===== config.mk =====
export PLATFORM = sky130hd
export DESIGN_NAME = info_field_codec
export DESIGN_NICKNAME = d
export VERILOG_FILES = /design/src/hw/info_field_pkg.sv /design/src/hw/info_field_codec.sv
export SDC_FILE = /design/constraint.sdc
export NUM_CORES = 1
export LEC_CHECK = 0
export ABC_CLOCK_PERIOD_IN_PS = 14380
export BUFFER_PORTS_ARGS = -buffer_cell sky130_fd_sc_hd__buf_4
export CAP_MARGIN = 10
export CORE_ASPECT_RATIO = 2
export CORE_MARGIN = 3
export CORE_UTILIZATION = 25
export DETAILED_ROUTE_END_ITERATION = 7
export GPL_TIMING_DRIVEN = 0
export PLACE_DENSITY_LB_ADDON = 0.2
export SYNTH_ARGS = -nofsm -noshare
export SYNTH_HDL_FRONTEND = slang
export SYNTH_SLANG_ARGS = --single-unit

===== constraint.sdc =====
create_clock -name clk_sys -period 14.38 [get_ports clk_sys]
set_clock_uncertainty 0.05 [all_clocks]
set_input_delay 2.876 -clock clk_sys [delete_from_list [all_inputs] [get_ports clk_sys]]
set_output_delay 2.876 -clock clk_sys [all_outputs]
set_load 0.02 [all_outputs]

===== src/hw/info_field_pkg.sv =====
// Constants and types shared by the service information field codec
package info_field_pkg;
   // Extension numbers of the three fields
   localparam logic [4:0] EXT_COUNTRY = 5'h09;
   localparam logic [4:0] EXT_COMPONENT = 5'h14;
   localparam logic [4:0] EXT_GENRE = 5'h11;
   // Layout figures
   localparam logic [4:0] EXT_FIELD_MAX_BYTES = 5'h19;
   localparam logic [4:0] SPECIAL_HOUR = 5'h1F;
   localparam logic [5:0] SPECIAL_MINSEC = 6'h3F;
   localparam logic [2:0] SVC_SHORT_BYTES = 3'h2;
   localparam logic [2:0] SVC_LONG_BYTES = 3'h4;
   localparam logic [2:0] ENS_BYTES = 3'h2;
   localparam logic [2:0] DATE_BYTES = 3'h3;
   localparam logic [2:0] GENRE_TAIL_BYTES = 3'h2;
   localparam logic [16:0] DATE_WRAP = 17'h00020;
   localparam logic [1:0] BUF_DEPTH = 2'h2;
   // Repetition timing
   localparam int unsigned CLK_HZ = 25000000;
   localparam int unsigned REPEAT_PERIOD_MS = 1000;
   localparam int unsigned REPEAT_CYCLES = CLK_HZ / 1000 * REPEAT_PERIOD_MS;
   typedef enum logic [1:0] {
      REC_COUNTRY, REC_COUNTRY_SUB, REC_COMPONENT, REC_GENRE
   } rec_kind_type;
   typedef enum logic [3:0] {
      SEG_IDLE, SEG_SKIP, SEG_C_HDR, SEG_C_ECC, SEG_C_TAB, SEG_X_HDR,
      SEG_X_ECC, SEG_X_SVC, SEG_SVC, SEG_FLAGS, SEG_DESC, SEG_DATE,
      SEG_TSVC, SEG_TENS, SEG_G_SVC, SEG_G_TAIL
   } seg_type;
endpackage


===== src/hw/info_field_codec.sv =====
// Byte-stream parser for the country, component information and genre fields
`timescale 1ns/1ns
// Functional notes
// Fields chosen by extension 9, 20, 17
// Extension flag says per-service extension present
// Offset is sign-magnitude half hours, b5 sign
// Country code and table selector are bytes
// Per-service extension limited to 25 bytes
// Sub-field: count, reserved, country, identifiers
// Reserved bits must be zero
// Each field repeats once per second
// Identifiers 16 or 32 bits by P/D
// 4-bit component index within service
// Change code decoded into four cases
// Part-time flag marks on/off cycling
// Description byte present only when flagged
// Description: access, audio/data, 6-bit type
// Access flag set only for whole component
// 5-bit date, carry inferred on wrap
// Change time fields with special values
// All special time values void the date
// Transfer identifier flags control presence
// Genre carries identifier and dynamic flag
// One genre code per service entry
// 5-bit genre after ten zero reserved bits
// Full day count is 17 bits
// One-cycle record strobe, malformed flagged
module info_field_codec
   import info_field_pkg::*;
#(
   parameter int unsigned REPEAT_CYCLES_P = REPEAT_CYCLES
)(
   input wire logic clk_sys,
   input wire logic rst,
   input wire logic in_valid,
   input wire logic [7:0] in_data,
   input wire logic [4:0] in_ext,
   input wire logic in_pd,
   input wire logic in_last,
   output logic in_ready,
   input wire logic res_ready,
   input wire logic [16:0] today_day,
   output logic rec_valid,
   output rec_kind_type rec_kind,
   output logic rec_malformed,
   output logic ext_present,
   output logic [5:0] local_time_offset,
   output logic [5:0] half_hour_offset,
   output logic [7:0] country_code,
   output logic [7:0] intl_table_select,
   output logic [1:0] service_count,
   output logic [47:0] service_list,
   output logic [31:0] service_identifier,
   output logic [3:0] component_index,
   output logic [1:0] change_code,
   output logic [3:0] change_onehot,
   output logic part_time,
   output logic component_desc_flag,
   output logic access_control_flag,
   output logic type_is_data,
   output logic [5:0] component_type_code,
   output logic [16:0] change_day,
   output logic change_day_valid,
   output logic [4:0] change_hour,
   output logic [5:0] change_minute,
   output logic [5:0] change_second,
   output logic transfer_svc_flag,
   output logic transfer_ens_flag,
   output logic [31:0] transfer_svc,
   output logic [15:0] ensemble_identifier,
   output logic genre_dynamic,
   output logic [4:0] genre_code,
   output logic repeat_due
);
   typedef struct packed {
      logic [1:0][14:0] buf_mem;
      logic buf_wr;
      logic buf_rd;
      logic [1:0] buf_cnt;
      seg_type seg;
      logic [2:0] sub;
      logic [4:0] ext;
      logic pd;
      logic [4:0] ext_len;
      logic [23:0] scratch;
      logic bad;
      logic [24:0] rep_cnt;
      logic rep_due;
      logic rec_valid;
      rec_kind_type kind;
      logic malformed;
      logic ext_flag;
      logic [5:0] ofs;
      logic [5:0] ofs_hh;
      logic [7:0] ecc;
      logic [7:0] table_sel;
      logic [1:0] nserv;
      logic [47:0] svc_list;
      logic [31:0] svc;
      logic [3:0] comp_idx;
      logic [1:0] chg;
      logic [3:0] chg_hot;
      logic part_time;
      logic desc_flag;
      logic ac;
      logic is_data;
      logic [5:0] type_code;
      logic [16:0] day;
      logic day_valid;
      logic [4:0] hour;
      logic [5:0] minute;
      logic [5:0] second;
      logic tsvc_flag;
      logic tens_flag;
      logic [31:0] tsvc;
      logic [15:0] ens;
      logic dynamic;
      logic [4:0] genre;
   } state_type;

   state_type st_ff;
   state_type nxt_st;

   // Two-entry buffer refuses only when both slots hold a byte
   assign in_ready = (st_ff.buf_cnt != BUF_DEPTH);

   always_comb begin
      logic [14:0] ent;
      logic take;
      logic push;
      logic last;
      logic fin;
      logic bad;
      logic [7:0] b;
      logic [4:0] ext;
      logic pd;
      logic [2:0] sub;
      logic [2:0] svc_len;
      logic [23:0] w;
      logic [16:0] base;
      seg_type cur;
      seg_type nseg;
      seg_type entry_seg;
      rec_kind_type kind;
      ent = st_ff.buf_mem[st_ff.buf_rd];
      take = (st_ff.buf_cnt != 2'h0) && res_ready;
      push = in_valid && in_ready;
      last = ent[14];
      b = ent[7:0];
      fin = 1'b0;
      bad = st_ff.bad;
      ext = st_ff.ext;
      pd = st_ff.pd;
      sub = st_ff.sub;
      w = {st_ff.scratch[15:0], b};
      base = 17'h00000;
      cur = st_ff.seg;
      entry_seg = SEG_SKIP;
      kind = REC_COUNTRY;
      svc_len = SVC_SHORT_BYTES;
      nseg = st_ff.seg;
      nxt_st = st_ff;
      nxt_st.rec_valid = 1'b0;
      nxt_st.rep_due = 1'b0;

      // Once-per-second repetition tick for the assembling side
      if (st_ff.rep_cnt == 25'(REPEAT_CYCLES_P - 1)) begin
         nxt_st.rep_cnt = 25'h0000000;
         nxt_st.rep_due = 1'b1;
      end else begin
         nxt_st.rep_cnt = st_ff.rep_cnt + 25'h0000001;
      end

      // Buffer bookkeeping; a stalled parser leaves bytes in place
      if (push) begin
         nxt_st.buf_mem[st_ff.buf_wr] = {in_last, in_pd, in_ext, in_data};
         nxt_st.buf_wr = ~st_ff.buf_wr;
      end
      if (take) begin
         nxt_st.buf_rd = ~st_ff.buf_rd;
      end
      nxt_st.buf_cnt = st_ff.buf_cnt + {1'b0, push} - {1'b0, take};

      if (take) begin
         // First byte of a field picks the layout
         if (st_ff.seg == SEG_IDLE) begin
            ext = ent[12:8];
            pd = ent[13];
            sub = 3'h0;
            bad = 1'b0;
            nxt_st.ext_len = 5'h00;
            case (ext)
               EXT_COUNTRY: cur = SEG_C_HDR;
               EXT_COMPONENT: cur = SEG_SVC;
               EXT_GENRE: cur = SEG_G_SVC;
               default: cur = SEG_SKIP;
            endcase
         end
         nxt_st.ext = ext;
         nxt_st.pd = pd;
         svc_len = pd ? SVC_LONG_BYTES : SVC_SHORT_BYTES;
         nseg = cur;
         case (cur)
            SEG_C_HDR: begin
               nxt_st.ext_flag = b[7];
               bad = bad | b[6];
               nxt_st.ofs = b[5:0];
               nxt_st.ofs_hh = b[5] ? 6'(-{1'b0, b[4:0]}) : {1'b0, b[4:0]};
               nseg = SEG_C_ECC;
            end
            SEG_C_ECC: begin
               nxt_st.ecc = b;
               nseg = SEG_C_TAB;
            end
            SEG_C_TAB: begin
               nxt_st.table_sel = b;
               fin = 1'b1;
               bad = bad | (st_ff.ext_flag == last);
               entry_seg = st_ff.ext_flag ? SEG_X_HDR : SEG_SKIP;
            end
            SEG_X_HDR: begin
               nxt_st.nserv = b[7:6];
               bad = bad | (b[5:0] != 6'h00);
               nxt_st.svc_list = 48'h000000000000;
               nseg = SEG_X_ECC;
            end
            SEG_X_ECC: begin
               nxt_st.ecc = b;
               fin = (st_ff.nserv == 2'h0);
               nseg = SEG_X_SVC;
               entry_seg = SEG_X_HDR;
            end
            SEG_X_SVC: begin
               nxt_st.svc_list = {st_ff.svc_list[39:0], b};
               // Two bytes per listed service, so the last index is 2n-1
               fin = (sub == {st_ff.nserv, 1'b0} - 3'h1);
               entry_seg = SEG_X_HDR;
            end
            SEG_SVC, SEG_G_SVC: begin
               nxt_st.svc = (sub == 3'h0) ? {24'h000000, b} : {st_ff.svc[23:0], b};
               if (cur == SEG_G_SVC && sub == SVC_SHORT_BYTES - 3'h1) begin
                  nseg = SEG_G_TAIL;
               end else if (cur == SEG_SVC && sub == svc_len - 3'h1) begin
                  nseg = SEG_FLAGS;
               end
            end
            SEG_FLAGS: begin
               nxt_st.comp_idx = b[7:4];
               nxt_st.chg = b[3:2];
               nxt_st.chg_hot = 4'h1 << b[3:2];
               nxt_st.part_time = b[1];
               nxt_st.desc_flag = b[0];
               nxt_st.ac = 1'b0;
               nxt_st.is_data = 1'b0;
               nxt_st.type_code = 6'h00;
               nxt_st.tsvc = 32'h00000000;
               nxt_st.ens = 16'h0000;
               nseg = b[0] ? SEG_DESC : SEG_DATE;
            end
            SEG_DESC: begin
               nxt_st.ac = b[7];
               nxt_st.is_data = b[6];
               nxt_st.type_code = b[5:0];
               nseg = SEG_DATE;
            end
            SEG_DATE: begin
               nxt_st.scratch = w;
               if (sub == DATE_BYTES - 3'h1) begin
                  // Date is the low end of the day count; wrap means a carry
                  base = {today_day[16:5], w[23:19]};
                  if (w[23:19] < today_day[4:0]) begin
                     base = base + DATE_WRAP;
                  end
                  nxt_st.day = base;
                  nxt_st.hour = w[18:14];
                  nxt_st.minute = w[13:8];
                  nxt_st.second = w[7:2];
                  nxt_st.day_valid = !(w[18:14] == SPECIAL_HOUR && w[13:8] == SPECIAL_MINSEC
                     && w[7:2] == SPECIAL_MINSEC);
                  nxt_st.tsvc_flag = w[1];
                  nxt_st.tens_flag = w[0];
                  if (w[1]) begin
                     nseg = SEG_TSVC;
                  end else if (w[0]) begin
                     nseg = SEG_TENS;
                  end else begin
                     fin = 1'b1;
                  end
               end
               entry_seg = SEG_SVC;
            end
            SEG_TSVC: begin
               nxt_st.tsvc = {st_ff.tsvc[23:0], b};
               if (sub == svc_len - 3'h1) begin
                  if (st_ff.tens_flag) begin
                     nseg = SEG_TENS;
                  end else begin
                     fin = 1'b1;
                  end
               end
               entry_seg = SEG_SVC;
            end
            SEG_TENS: begin
               nxt_st.ens = {st_ff.ens[7:0], b};
               fin = (sub == ENS_BYTES - 3'h1);
               entry_seg = SEG_SVC;
            end
            SEG_G_TAIL: begin
               nxt_st.scratch = w;
               if (sub == GENRE_TAIL_BYTES - 3'h1) begin
                  nxt_st.dynamic = w[15];
                  bad = bad | (w[14:5] != 10'h000);
                  nxt_st.genre = w[4:0];
                  fin = 1'b1;
               end
               entry_seg = SEG_G_SVC;
            end
            default: begin
               nseg = SEG_SKIP;
            end
         endcase

         // Extended part of the country field is bounded in length
         if (cur == SEG_X_HDR || cur == SEG_X_ECC || cur == SEG_X_SVC) begin
            bad = bad | (st_ff.ext_len == EXT_FIELD_MAX_BYTES);
            nxt_st.ext_len = (st_ff.ext_len == EXT_FIELD_MAX_BYTES) ?
               st_ff.ext_len : st_ff.ext_len + 5'h01;
         end

         // Record kind follows the segment that ends it
         case (cur)
            SEG_C_HDR, SEG_C_ECC, SEG_C_TAB: kind = REC_COUNTRY;
            SEG_X_HDR, SEG_X_ECC, SEG_X_SVC: kind = REC_COUNTRY_SUB;
            SEG_G_SVC, SEG_G_TAIL: kind = REC_GENRE;
            default: kind = REC_COMPONENT;
         endcase

         // Strobe on each finished entry or on a field cut short
         if (cur != SEG_SKIP && (fin || last)) begin
            nxt_st.rec_valid = 1'b1;
            nxt_st.kind = kind;
            nxt_st.malformed = bad | !fin;
            bad = 1'b0;
         end
         nxt_st.bad = bad;
         if (last) begin
            nseg = SEG_IDLE;
         end else if (fin) begin
            nseg = entry_seg;
         end
         nxt_st.sub = (nseg == cur && !fin) ? sub + 3'h1 : 3'h0;
         nxt_st.seg = nseg;
      end
   end

   // State register
   always_ff @(posedge clk_sys or posedge rst) begin
      if (rst) begin
         st_ff <= '0;
      end else begin
         st_ff <= nxt_st;
      end
   end

   // Outputs straight from the state register
   assign rec_valid = st_ff.rec_valid;
   assign rec_kind = st_ff.kind;
   assign rec_malformed = st_ff.malformed;
   assign ext_present = st_ff.ext_flag;
   assign local_time_offset = st_ff.ofs;
   assign half_hour_offset = st_ff.ofs_hh;
   assign country_code = st_ff.ecc;
   assign intl_table_select = st_ff.table_sel;
   assign service_count = st_ff.nserv;
   assign service_list = st_ff.svc_list;
   assign service_identifier = st_ff.svc;
   assign component_index = st_ff.comp_idx;
   assign change_code = st_ff.chg;
   assign change_onehot = st_ff.chg_hot;
   assign part_time = st_ff.part_time;
   assign component_desc_flag = st_ff.desc_flag;
   assign access_control_flag = st_ff.ac;
   assign type_is_data = st_ff.is_data;
   assign component_type_code = st_ff.type_code;
   assign change_day = st_ff.day;
   assign change_day_valid = st_ff.day_valid;
   assign change_hour = st_ff.hour;
   assign change_minute = st_ff.minute;
   assign change_second = st_ff.second;
   assign transfer_svc_flag = st_ff.tsvc_flag;
   assign transfer_ens_flag = st_ff.tens_flag;
   assign transfer_svc = st_ff.tsvc;
   assign ensemble_identifier = st_ff.ens;
   assign genre_dynamic = st_ff.dynamic;
   assign genre_code = st_ff.genre;
   assign repeat_due = st_ff.rep_due;

   // Checks on the parser's outputs
   property p_kind_ext;
      @(posedge clk_sys) disable iff (rst)
      rec_valid && rec_kind == REC_COMPONENT |-> st_ff.ext == EXT_COMPONENT;
   endproperty
   a_kind_ext: assert property (p_kind_ext) else $error("component record from wrong field");
   property p_ofs;
      @(posedge clk_sys) disable iff (rst)
      rec_valid && rec_kind == REC_COUNTRY |-> (local_time_offset[5] ?
         half_hour_offset == 6'(-{1'b0, local_time_offset[4:0]}) :
         half_hour_offset == {1'b0, local_time_offset[4:0]});
   endproperty
   a_ofs: assert property (p_ofs) else $error("offset sign handling wrong");
   property p_ext_len;
      @(posedge clk_sys) disable iff (rst)
      rec_valid && rec_kind == REC_COUNTRY_SUB && st_ff.ext_len == EXT_FIELD_MAX_BYTES
         && $past(st_ff.ext_len) == EXT_FIELD_MAX_BYTES |-> rec_malformed;
   endproperty
   a_ext_len: assert property (p_ext_len) else $error("overlong extension not flagged");
   property p_repeat;
      @(posedge clk_sys) disable iff (rst)
      repeat_due |-> $past(st_ff.rep_cnt) == 25'(REPEAT_CYCLES_P - 1);
   endproperty
   a_repeat: assert property (p_repeat) else $error("repeat tick at wrong count");
   property p_change;
      @(posedge clk_sys) disable iff (rst)
      rec_valid && rec_kind == REC_COMPONENT |-> change_onehot == (4'h1 << change_code);
   endproperty
   a_change: assert property (p_change) else $error("change code decode wrong");
   property p_desc;
      @(posedge clk_sys) disable iff (rst)
      rec_valid && rec_kind == REC_COMPONENT && !component_desc_flag
         |-> !access_control_flag && component_type_code == 6'h00;
   endproperty
   a_desc: assert property (p_desc) else $error("absent description leaked");
   property p_date;
      @(posedge clk_sys) disable iff (rst)
      rec_valid && rec_kind == REC_COMPONENT && !rec_malformed
         |-> 17'(change_day - $past(today_day, 2)) < DATE_WRAP;
   endproperty
   a_date: assert property (p_date) else $error("change day not ahead of today");
   property p_special;
      @(posedge clk_sys) disable iff (rst)
      rec_valid && change_hour == SPECIAL_HOUR && change_minute == SPECIAL_MINSEC
         && change_second == SPECIAL_MINSEC && rec_kind == REC_COMPONENT
         |-> !change_day_valid;
   endproperty
   a_special: assert property (p_special) else $error("special time kept date");
   property p_strobe;
      @(posedge clk_sys) disable iff (rst)
      rec_valid |=> !rec_valid;
   endproperty
   a_strobe: assert property (p_strobe) else $error("record strobe longer than one cycle");
endmodule


After elaboration in Yosys (flattened, before gate mapping)

Memory sizes are Yosys's and may differ from the RTL's.
Cells that the tools add are included.
Widths: inputs -> output; s select.

Mux-type cells: 68
Reductions and logical operators: 46
Magnitude comparators: 4
Bitwise logic cells: 8
Add/subtract/negate cells: 9
Shifts and indexed selects: 1
Equal/unequal tests: 31

Operators by type and width:

| kind                  | count |
|---|---|
| $mux 226              | 1 |
| $pmux 48 s2           | 1 |
| $mux 37               | 2 |
| $mux 32               | 2 |
| $pmux 32 s2           | 1 |
| $mux 4                | 13 |
| $mux 15               | 3 |
| $pmux 4 s10           | 1 |
| $eq 4x4->1 const B    | 8 |
| $pmux 16 s2           | 1 |
| $bwmux 30             | 1 |
| $add 25x1->25 const B | 1 |
| $eq 25x25->1 const B  | 1 |
| $mux 25               | 1 |
| $reduce_and 2->1      | 12 |
| $eq 5x5->1 const B    | 4 |
| $mux 1                | 18 |
| $mux 6                | 3 |
| $add 17x6->17 const B | 1 |
| $mux 17               | 1 |
| $eq 4x3->1 const B    | 4 |
| $mux 8                | 2 |
| $pmux 4 s4            | 1 |
| $pmux 8 s2            | 1 |
| other kinds (44)      | 83 |

Output and inout bits: 228
ROM bits: 32
Logic and storage cells: 211
Memories: 1
Register bits: 316
Input bits: 36

Memories:

| memory           | words | bits a word | read ports | clocked after Yosys merged registers in | wr ports | RTL line                | text |
|---|---|---|---|---|---|---|---|
| (name not given) | 16    | 2           | 1          | 0                                       | 0        | info_field_codec.sv:331 | `case (cur)` |

Logic depth before layout (Yosys ltp)

Gate-level depths: netlist of run 1.

Word-level depth: 17
Gate-level depth with buffers: 12
Mapped depth without buffers: 10

Worst setup path after synthesis of run 1

OpenSTA, ideal clock, no wires.

Path type: input -> register
Start: input port today_day[1]
End: register st_ff, in the netlist change_day[14]
Slack: 9.535 ns
Arrival: 4.712 ns
Path buffers: 0
Stages on the path: 9
Required time: 14.247 ns
Library setup time: 0.083 ns
Cells stage by stage: inv_1 > ha_1 > a21o_1 > a21o_1 > a21o_1 > a2111oi_0 > nand4_1 > xor2_1 > o21ai_0

Cells in the longest elaborated chain, start to end: 2

RTL lines:

| what                 | RTL line                | text |
|---|---|---|
| from (decl)          | info_field_codec.sv:42  | `input wire logic [16:0] today_day,` |
| $lt 5x5->1           | info_field_codec.sv:271 | `if (w[23:19] < today_day[4:0]) begin` |
| $mux 17              | info_field_codec.sv:271 |  |
| to (signal assigned) | info_field_codec.sv:361 | `st_ff <= nxt_st;` |
| to (decl)            | info_field_codec.sv:121 | `state_type st_ff;` |

Every way passes these cells.
A chain may end at the register's enable or synchronous reset.

Final worst setup path of run 1

Start: input port res_ready
End: register st_ff, in the netlist transfer_svc[19]

Cells in the longest elaborated chain, start to end: 2

RTL lines:

| what                              | RTL line                | text |
|---|---|---|
| from (decl)                       | info_field_codec.sv:41  | `input wire logic res_ready,` |
| $logic_and 1x1->1                 | info_field_codec.sv:146 | `take = (st_ff.buf_cnt != 2'h0) && res_ready;` |
| $reduce_and 2->1 (no source line) | -                       |  |

Every way passes these cells.

==> results of run 1 <==
sequential cells by signal, indices dropped and copies added (netlist names), 4 cells and up:
name and cells:
component_type_code 6, component_index 4, service_identifier 32, change_day 17, service_list 48, change_hour 5, ensemble_identifier 16, change_onehot 4
change_minute 6, country_code 8, st_ff 89, genre_code 5, intl_table_select 8, half_hour_offset 5, transfer_svc 32, local_time_offset 6
change_second 6
area by class of cell:
type / count / area, sq um / area share
clock inverter: 7 / 86.33 / 0.004481
sequential: 315 / 7883 / 0.4091
inverter: 22 / 90.09 / 0.004676
timing repair buffer: 269 / 2071 / 0.1075
multi-input combinational: 877 / 5201 / 0.2700
tap: 768 / 960.9 / 0.04987
clock buffer: 54 / 1047 / 0.05435
buffer: 289 / 1928 / 0.1001
logic make-up (layout without fill, tap and decap cells):
family / Yosys count / count (layout) / share of synthesized area
AND/OR/NAND/NOR: 476 / 476 / 0.1386
flip-flops: 315 / 315 / 0.5225
buffers and inverters: 311 / 641 / 0.1333
AO/OA/AOI/OAI: 260 / 260 / 0.1083
multiplexers: 76 / 76 / 0.05565
XOR/XNOR: 49 / 49 / 0.02845
adder cells (fa/ha/maj): 16 / 16 / 0.01327
worst max path at each step:
stage                     cells past startpoint  slack [ps]                   to  startpoint
after global placement                        2       -1140        change_day[3]         rst
after floorplan                               1        2740  access_control_flag         rst
final                                         8        8670     transfer_svc[19]   res_ready
after CTS                                     9        8750      transfer_svc[0]   res_ready
after global routing                          9        8380      transfer_svc[3]   res_ready
after detailed placement                      9        8180      transfer_svc[0]   res_ready
power groups by stage:
stage | clock (uW) | combinational [uW] | sequential, uW
2_1_floorplan | 0 | 777 | 1130
3_3_place_gp | 0 | 1280 | 1170
3_5_place_dp | 0 | 1300 | 1170
4_1_cts | 934 | 1300 | 1150
5_1_grt | 965 | 1390 | 1170
6_report | 896 | 1280 | 1150
layer usage:
| metal | wire, um | up-vias | global-route usage |
|---|---|---|---|
| li1 | - | 5494 | - |
| met1 | 18740 | 5549 | 0.1697 |
| met2 | 25540 | 313 | 0.2767 |
| met3 | 2769 | 81 | 0.03464 |
| met4 | 1555 | 0 | 0.05173 |
| met5 | 0 | - | 0 |
per-stage QoR:
step	instances	util	power [uW]	hold slack [ps]
final	2601	0.3242	3325	412.7
after global routing	2601	0.3242	3526	438.8
after CTS	2600	0.3241	3393	421.9
after detailed placement	2539	0.3050	2470	407.8
after global placement	2534	0.3032	2445	403.3
after floorplan	1503	-	1907	387.5
synth_stat cells (2+ instances only):
cell type  number
dfrtp_1       315
a21oi_1        34
buf_4         215
inv_1          21
mux2_2         63
o211ai_1        2
a31oi_1         3
nand3b_1        2
and3b_1         2
and4_1          2
o41ai_1         2
o31ai_1        20
nor3_1         14
nand4_1        16
buf_6           3
nor3_2          2
nand2_1       292
and3_1          5
nor3b_1         3
clkbuf_1       59
nand2b_1        4
or3_1           3
a22o_1         26
xnor2_1        31
o22ai_1        13
o21ai_0       120
nor4_1          5
a211oi_1        4
buf_2          11
ha_1           16
or4_1           5
nand3_1        52
a2bb2oi_1       2
a2111oi_0       3
or2_2           3
nor2_1         57
xor2_1         18
a21o_1          5
mux2i_1        13
o21ai_1         5
worst register-to-register path, stage by stage, from the launching register on:
cell       delay (ps)
dfrtp_1           420
buf_2             330
mux2i_2           520
buf_6             220
clkbuf_1          580
ha_1              420
inv_1              70
a2111oi_0         550
a2bb2oi_1         150
o32ai_1           370
nor2_1            380
a211oi_4          420
mux2_2            370
==> impl_metrics.yaml, run 1 <==
setup_path:
  cp-start-kind: "input port"
  critPathArrivalTime_ps: 6120
  worstReg2RegEnd: "rec_kind[1]"
  required_ps: 14790
  cpMaxStageDelayCell: "clkinv_1"
  rrSetupSlack_ps: 9420
  cp_num_buf_inv: 3
  path_cells: "buf_4 > o21ai_1 > clkinv_1 > nand3_1 > nor2_1 > nor2_1 > clkbuf_1 > a22o_1"
  cp_slowest_stage_delay_ps: 730
  path_common_cell: "nor2_1"
  path_delay_family: "buffers and inverters"
  r2r_start: "st_ff[297]"
  crit_fanout: 10
  critPathKind: "input port to flip-flop"
  r2r_cells: 12
  cp-end-kind: "flip-flop"
pwr:
  vdd_ir_drop_max_mv: 0.1161
  p_seq_frac: 0.347
  power_switching_uw: 1295
  power_leakage_uw: 0.009514
  power_density_nw_per_um2: 172.6
  comb_power_share: 0.384
  pwr-share-clk: 0.269
  switching_share: 0.3894
  intPower_uw: 2030
yosys:
  synth_top_area_share: 0.5225
  async_flop_share: 1.000
  postSynthAreaPerCell_sq_um: 10.04
  yosysSeqAreaShare: 0.5225
  mappedNetlistArea_sq_um: 15090
  synth_fp_nets: 1555
  ys_warn_count: 0
  synth_area_leaders: "dfrtp_1 (52%), buf_4 (11%), nand2_1 (7.3%)"
  synth_ff_type: "dfrtp_1"
  synth_edf_count: 0
  syn_inst: 1503
  synth.largest_area_cell: "dfrtp_1"
  ys_types: 72
  ys_ff_latch: 315
routing:
  drt_first_pass_iters: 5
  wl_per_cell_um: 18.69
  avgViaCountPerCell: 4.397
  route.vias.total: 11437
  remaining_drc_errors: 0
  wl_mm: 48.60
  drtAntennaViolNets: 0
  drt_iter0_drc: 551
placement:
  placed_cell_area_sq_um: 18130
  pre_cts_ws_ps: 8176
  io_buffers: 263
  place_congestion: 0.9041
  hpwl_mm: 36.78
global_route:
  grt_pass1_wl_mm: 74.90
  antenna_found_initial: 0
  grt_start_max_net_pins: 112
  grt_pass1_vias: 12033
  grt_overflow: 0
  grt_util_all_layers: 0.1504
floorplan:
  start_util: 0.2538
  die_w_um: 179.7
  io_pins: 264
  dieHeight_um: 353.4
  row_count: 126
  die-area_sq_um: 63510
  core_area_sq_um: 59430
cts:
  cts_tree: "done"
  clkTransAtPathRegs_ps: 60
  clkSinkCount: 315
  cts_resized: 0
  clockRootBuffer: "clkbuf_16"
  clock_latency_ps: 530
  cts_buffer_depth: 3
  ctsHoldBuffers: 0
  postCtsSetupBuffers: 0
  h-tree-depth: 2
  cts_buffers: 34
sta:
  rsz0062_at_grt: "no"
  max_freq_ghz: 0.1752
  relSlewSlack: 0.2209
  finalCritPeriodShare: 0.3970
  final_max_slew_viol_count: 0
  fin_setup_tns_ps: 0
  setup_viol: 0
  tightest_slew_ps: 1161
  hold_violations: 0
  post-route-min-period_ps: 5709
  worst_slack_ps: 8671
finish:
  stdcell_area_sq_um: 19270
  fillers: 6177
  antennaDiodeCount: 0
  layout_common_cells: "buf_4 (478), dfrtp_1 (315), nand2_1 (292), o21ai_0 (120), clkbuf_1 (68)"
  mostFrequentLayoutCell: "buf_4"
  final_net_count: 1860
  drive_gt1_frac: 0.3432
  syn2layout_area_growth_pct: 27.71
job:
  max_cap_viol_count: 0
hold_path:
  holdPathEnd: "service_identifier[26]"
  min_path_cells: 2
  hold_path_class: "flip-flop to flip-flop"
  min_from: "service_identifier[26]"
outcome:
  run_status: "completed"
No activity file was read; power rests on OpenSTA's default activity.
==> run 2: changes to the inputs <==
Settings changed: ABC_CLOCK_PERIOD_IN_PS 14380 to 5000.
Clock period 14.38 ns to 5 ns, I/O delays scaled along.
==> run 2 against run 1 <==
  * Wire length up 1.6%
  * Setup slack worse by 8000 ps
  * Combinational power rose to 2.9 times the previous value
  * Count of clock-buffer cells in the layout down 6
  * Hold slack better by 12 ps
  * Highest routed layer unchanged
  * Sequential cell count unchanged
  * Non-clock buffer count up 6
==> impl_metrics.yaml, run 2 (synthesized netlist as in run 1, its figures left out) <==
outcome:
  run_status: "completed"
cts:
  clock_latency_ps: 540
  cts_buffer_depth: 3
  clkSinkCount: 315
  cts_tree: "done"
  clkTransAtPathRegs_ps: 70
  h-tree-depth: 2
  cts_buffers: 34
  postCtsSetupBuffers: 0
  clockRootBuffer: "clkbuf_16"
routing:
  avgViaCountPerCell: 4.432
  met2_length_mm: 25.61
  drtAntennaViolNets: 0
  top_layer: "met4"
  drt_iter0_drc: 536
  wl_met1_mm: 19.20
  drt_first_pass_iters: 5
  routed-wl-met3_mm: 2.615
  remaining_drc_errors: 0
  wl_mm: 49.37
  wl_per_cell_um: 18.94
  route.vias.total: 11549
floorplan:
  io_pins: 264
  die-area_sq_um: 63510
  die_w_um: 179.7
  row_count: 126
  start_util: 0.2538
  dieHeight_um: 353.4
  core_area_sq_um: 59430
global_route:
  grt_start_max_net_pins: 42
  grt_pass1_wl_mm: 75.71
  grt_overflow: 0
  grt_util_all_layers: 0.1531
  antenna_found_initial: 0
  grt_pass1_vias: 12038
placement:
  place_congestion: 0.8888
  io_buffers: 263
  hpwl_mm: 37.85
  pre_cts_ws_ps: 166.5
setup_path:
  cpMaxStageDelayCell: "mux2i_2"
  cp-end-kind: "flip-flop"
  path_cells: "buf_2 > mux2i_2 > clkbuf_2 > ha_1 > inv_1 > a2111oi_0 > a2bb2oi_1 > o32ai_1 > nor2_1 > a211oi_4 > mux2_2"
  path_delay_family: "compound AO/OA/AOI/OAI gates"
  critPathKind: "flip-flop to flip-flop"
  cp_num_buf_inv: 3
  critPathArrivalTime_ps: 4690
  cp-start-kind: "flip-flop"
  required_ps: 5360
  cp_slowest_stage_delay_ps: 530
  crit_fanout: 10
pwr:
  intPower_uw: 5800
  pwr-share-clk: 0.269
  vdd_ir_drop_max_mv: 0.2958
  p_seq_frac: 0.347
  power_density_nw_per_um2: 493.1
  switching_share: 0.3926
  comb_power_share: 0.384
  power_switching_uw: 3749
  power_leakage_uw: 0.009555
sta:
  rsz0062_at_grt: "no"
  post-route-min-period_ps: 4323
  relSlewSlack: 0.2417
  setup_viol: 0
  final_max_slew_viol_count: 0
  worst_slack_ps: 676.5
  max_freq_ghz: 0.2313
  finalCritPeriodShare: 0.8647
  hold_violations: 0
  tightest_slew_ps: 1137
  fin_setup_tns_ps: 0
hold_path:
  hold_path_class: "flip-flop to flip-flop"
finish:
  final_net_count: 1866
  drive_gt1_frac: 0.3477
  mostFrequentLayoutCell: "buf_4"
  layout_common_cells: "buf_4 (480), dfrtp_1 (315), nand2_1 (292), o21ai_0 (120)"
  regMostFlops: "st_ff"
  largest_reg_flops: 89
  syn2layout_area_growth_pct: 28.37
  antennaDiodeCount: 0
job:
  max_cap_viol_count: 0
[run 2: cell types whose count changed in the layout (fill, tap and decap cells not counted), sizes merged]
cell,delta
inv,-1
clkinvlp,+3
buf,+8
clkinv,+3
clkbuf,-8
[run 2: worst register-to-register path: cells and delay by family, from the launching register on]
family / cells / cell delay (ps)
AO/OA/AOI/OAI: 4 / 1320
adder cells (fa/ha/maj): 1 / 340
buffers and inverters: 3 / 810
flip-flops: 1 / 420
multiplexers: 2 / 900
AND/OR/NAND/NOR: 1 / 360
[run 2: layout make-up]
type / count / area [sq um]
fillers: 6135 / 40070
well taps: 768 / 960.9
clock buffers: 48 / 994.7
multi-input cells: 877 / 5201
clock inverters: 12 / 123.9
repair buffers: 276 / 2192
plain buffers: 288 / 1926
flip-flops and latches: 315 / 7883
inverters: 22 / 86.33
[run 2: timing repair]
item	in CTS	in global routing
hold buffers	0	0
hold endpoints to repair	0	0
endpoints found under the setup margin	0	2
resized for setup	0	3
[run 2: power by group through the flow]
stage	sequential, uW	clock (uW)	combinational [uW]
2_1_floorplan	3250	0	2240
3_3_place_gp	3350	0	3660
3_5_place_dp	3370	0	3750
4_1_cts	3320	2670	3760
5_1_grt	3380	2750	4000
6_report	3320	2570	3670
[run 2: worst paths after layout]
| kind | start | slack [ps] | cells after the start | endpoint |
|---|---|---|---|---|
| min in group asynchronous | rst | 430 | 2 | transfer_svc[29] |
| max | st_ff[297] | 680 | 11 | rec_kind[0] |
| min reg2reg | service_identifier[30] | 420 | 2 | service_identifier[30] |
| max in group asynchronous | rst | 3400 | 5 | st_ff[227] |
| min | service_identifier[30] | 420 | 2 | service_identifier[30] |
| max reg2reg | st_ff[297] | 680 | 11 | rec_kind[0] |
[run 2: per-layer routing]
metal,vias up,track usage
met3,96,0.03444
met2,304,0.2761
met5,-,0
met1,5645,0.1744
met4,0,0.06086
li1,5504,-
[run 2: per-stage QoR]
| stage | cell area (sq um) | hold slack [ps] | util | power [uW] | instances |
|---|---|---|---|---|---|
| global placement | 18030 | 406.3 | 0.3033 | 7017 | 2534 |
| CTS | 19370 | 412.4 | 0.3259 | 9756 | 2607 |
| global route | 19370 | 441.5 | 0.3259 | 10140 | 2606 |
| finish | 19370 | 424.3 | 0.3259 | 9549 | 2606 |
| detailed placement | 18250 | 412.9 | 0.3071 | 7117 | 2547 |
| floorplan | 15090 | 387.5 | - | 5484 | 1503 |
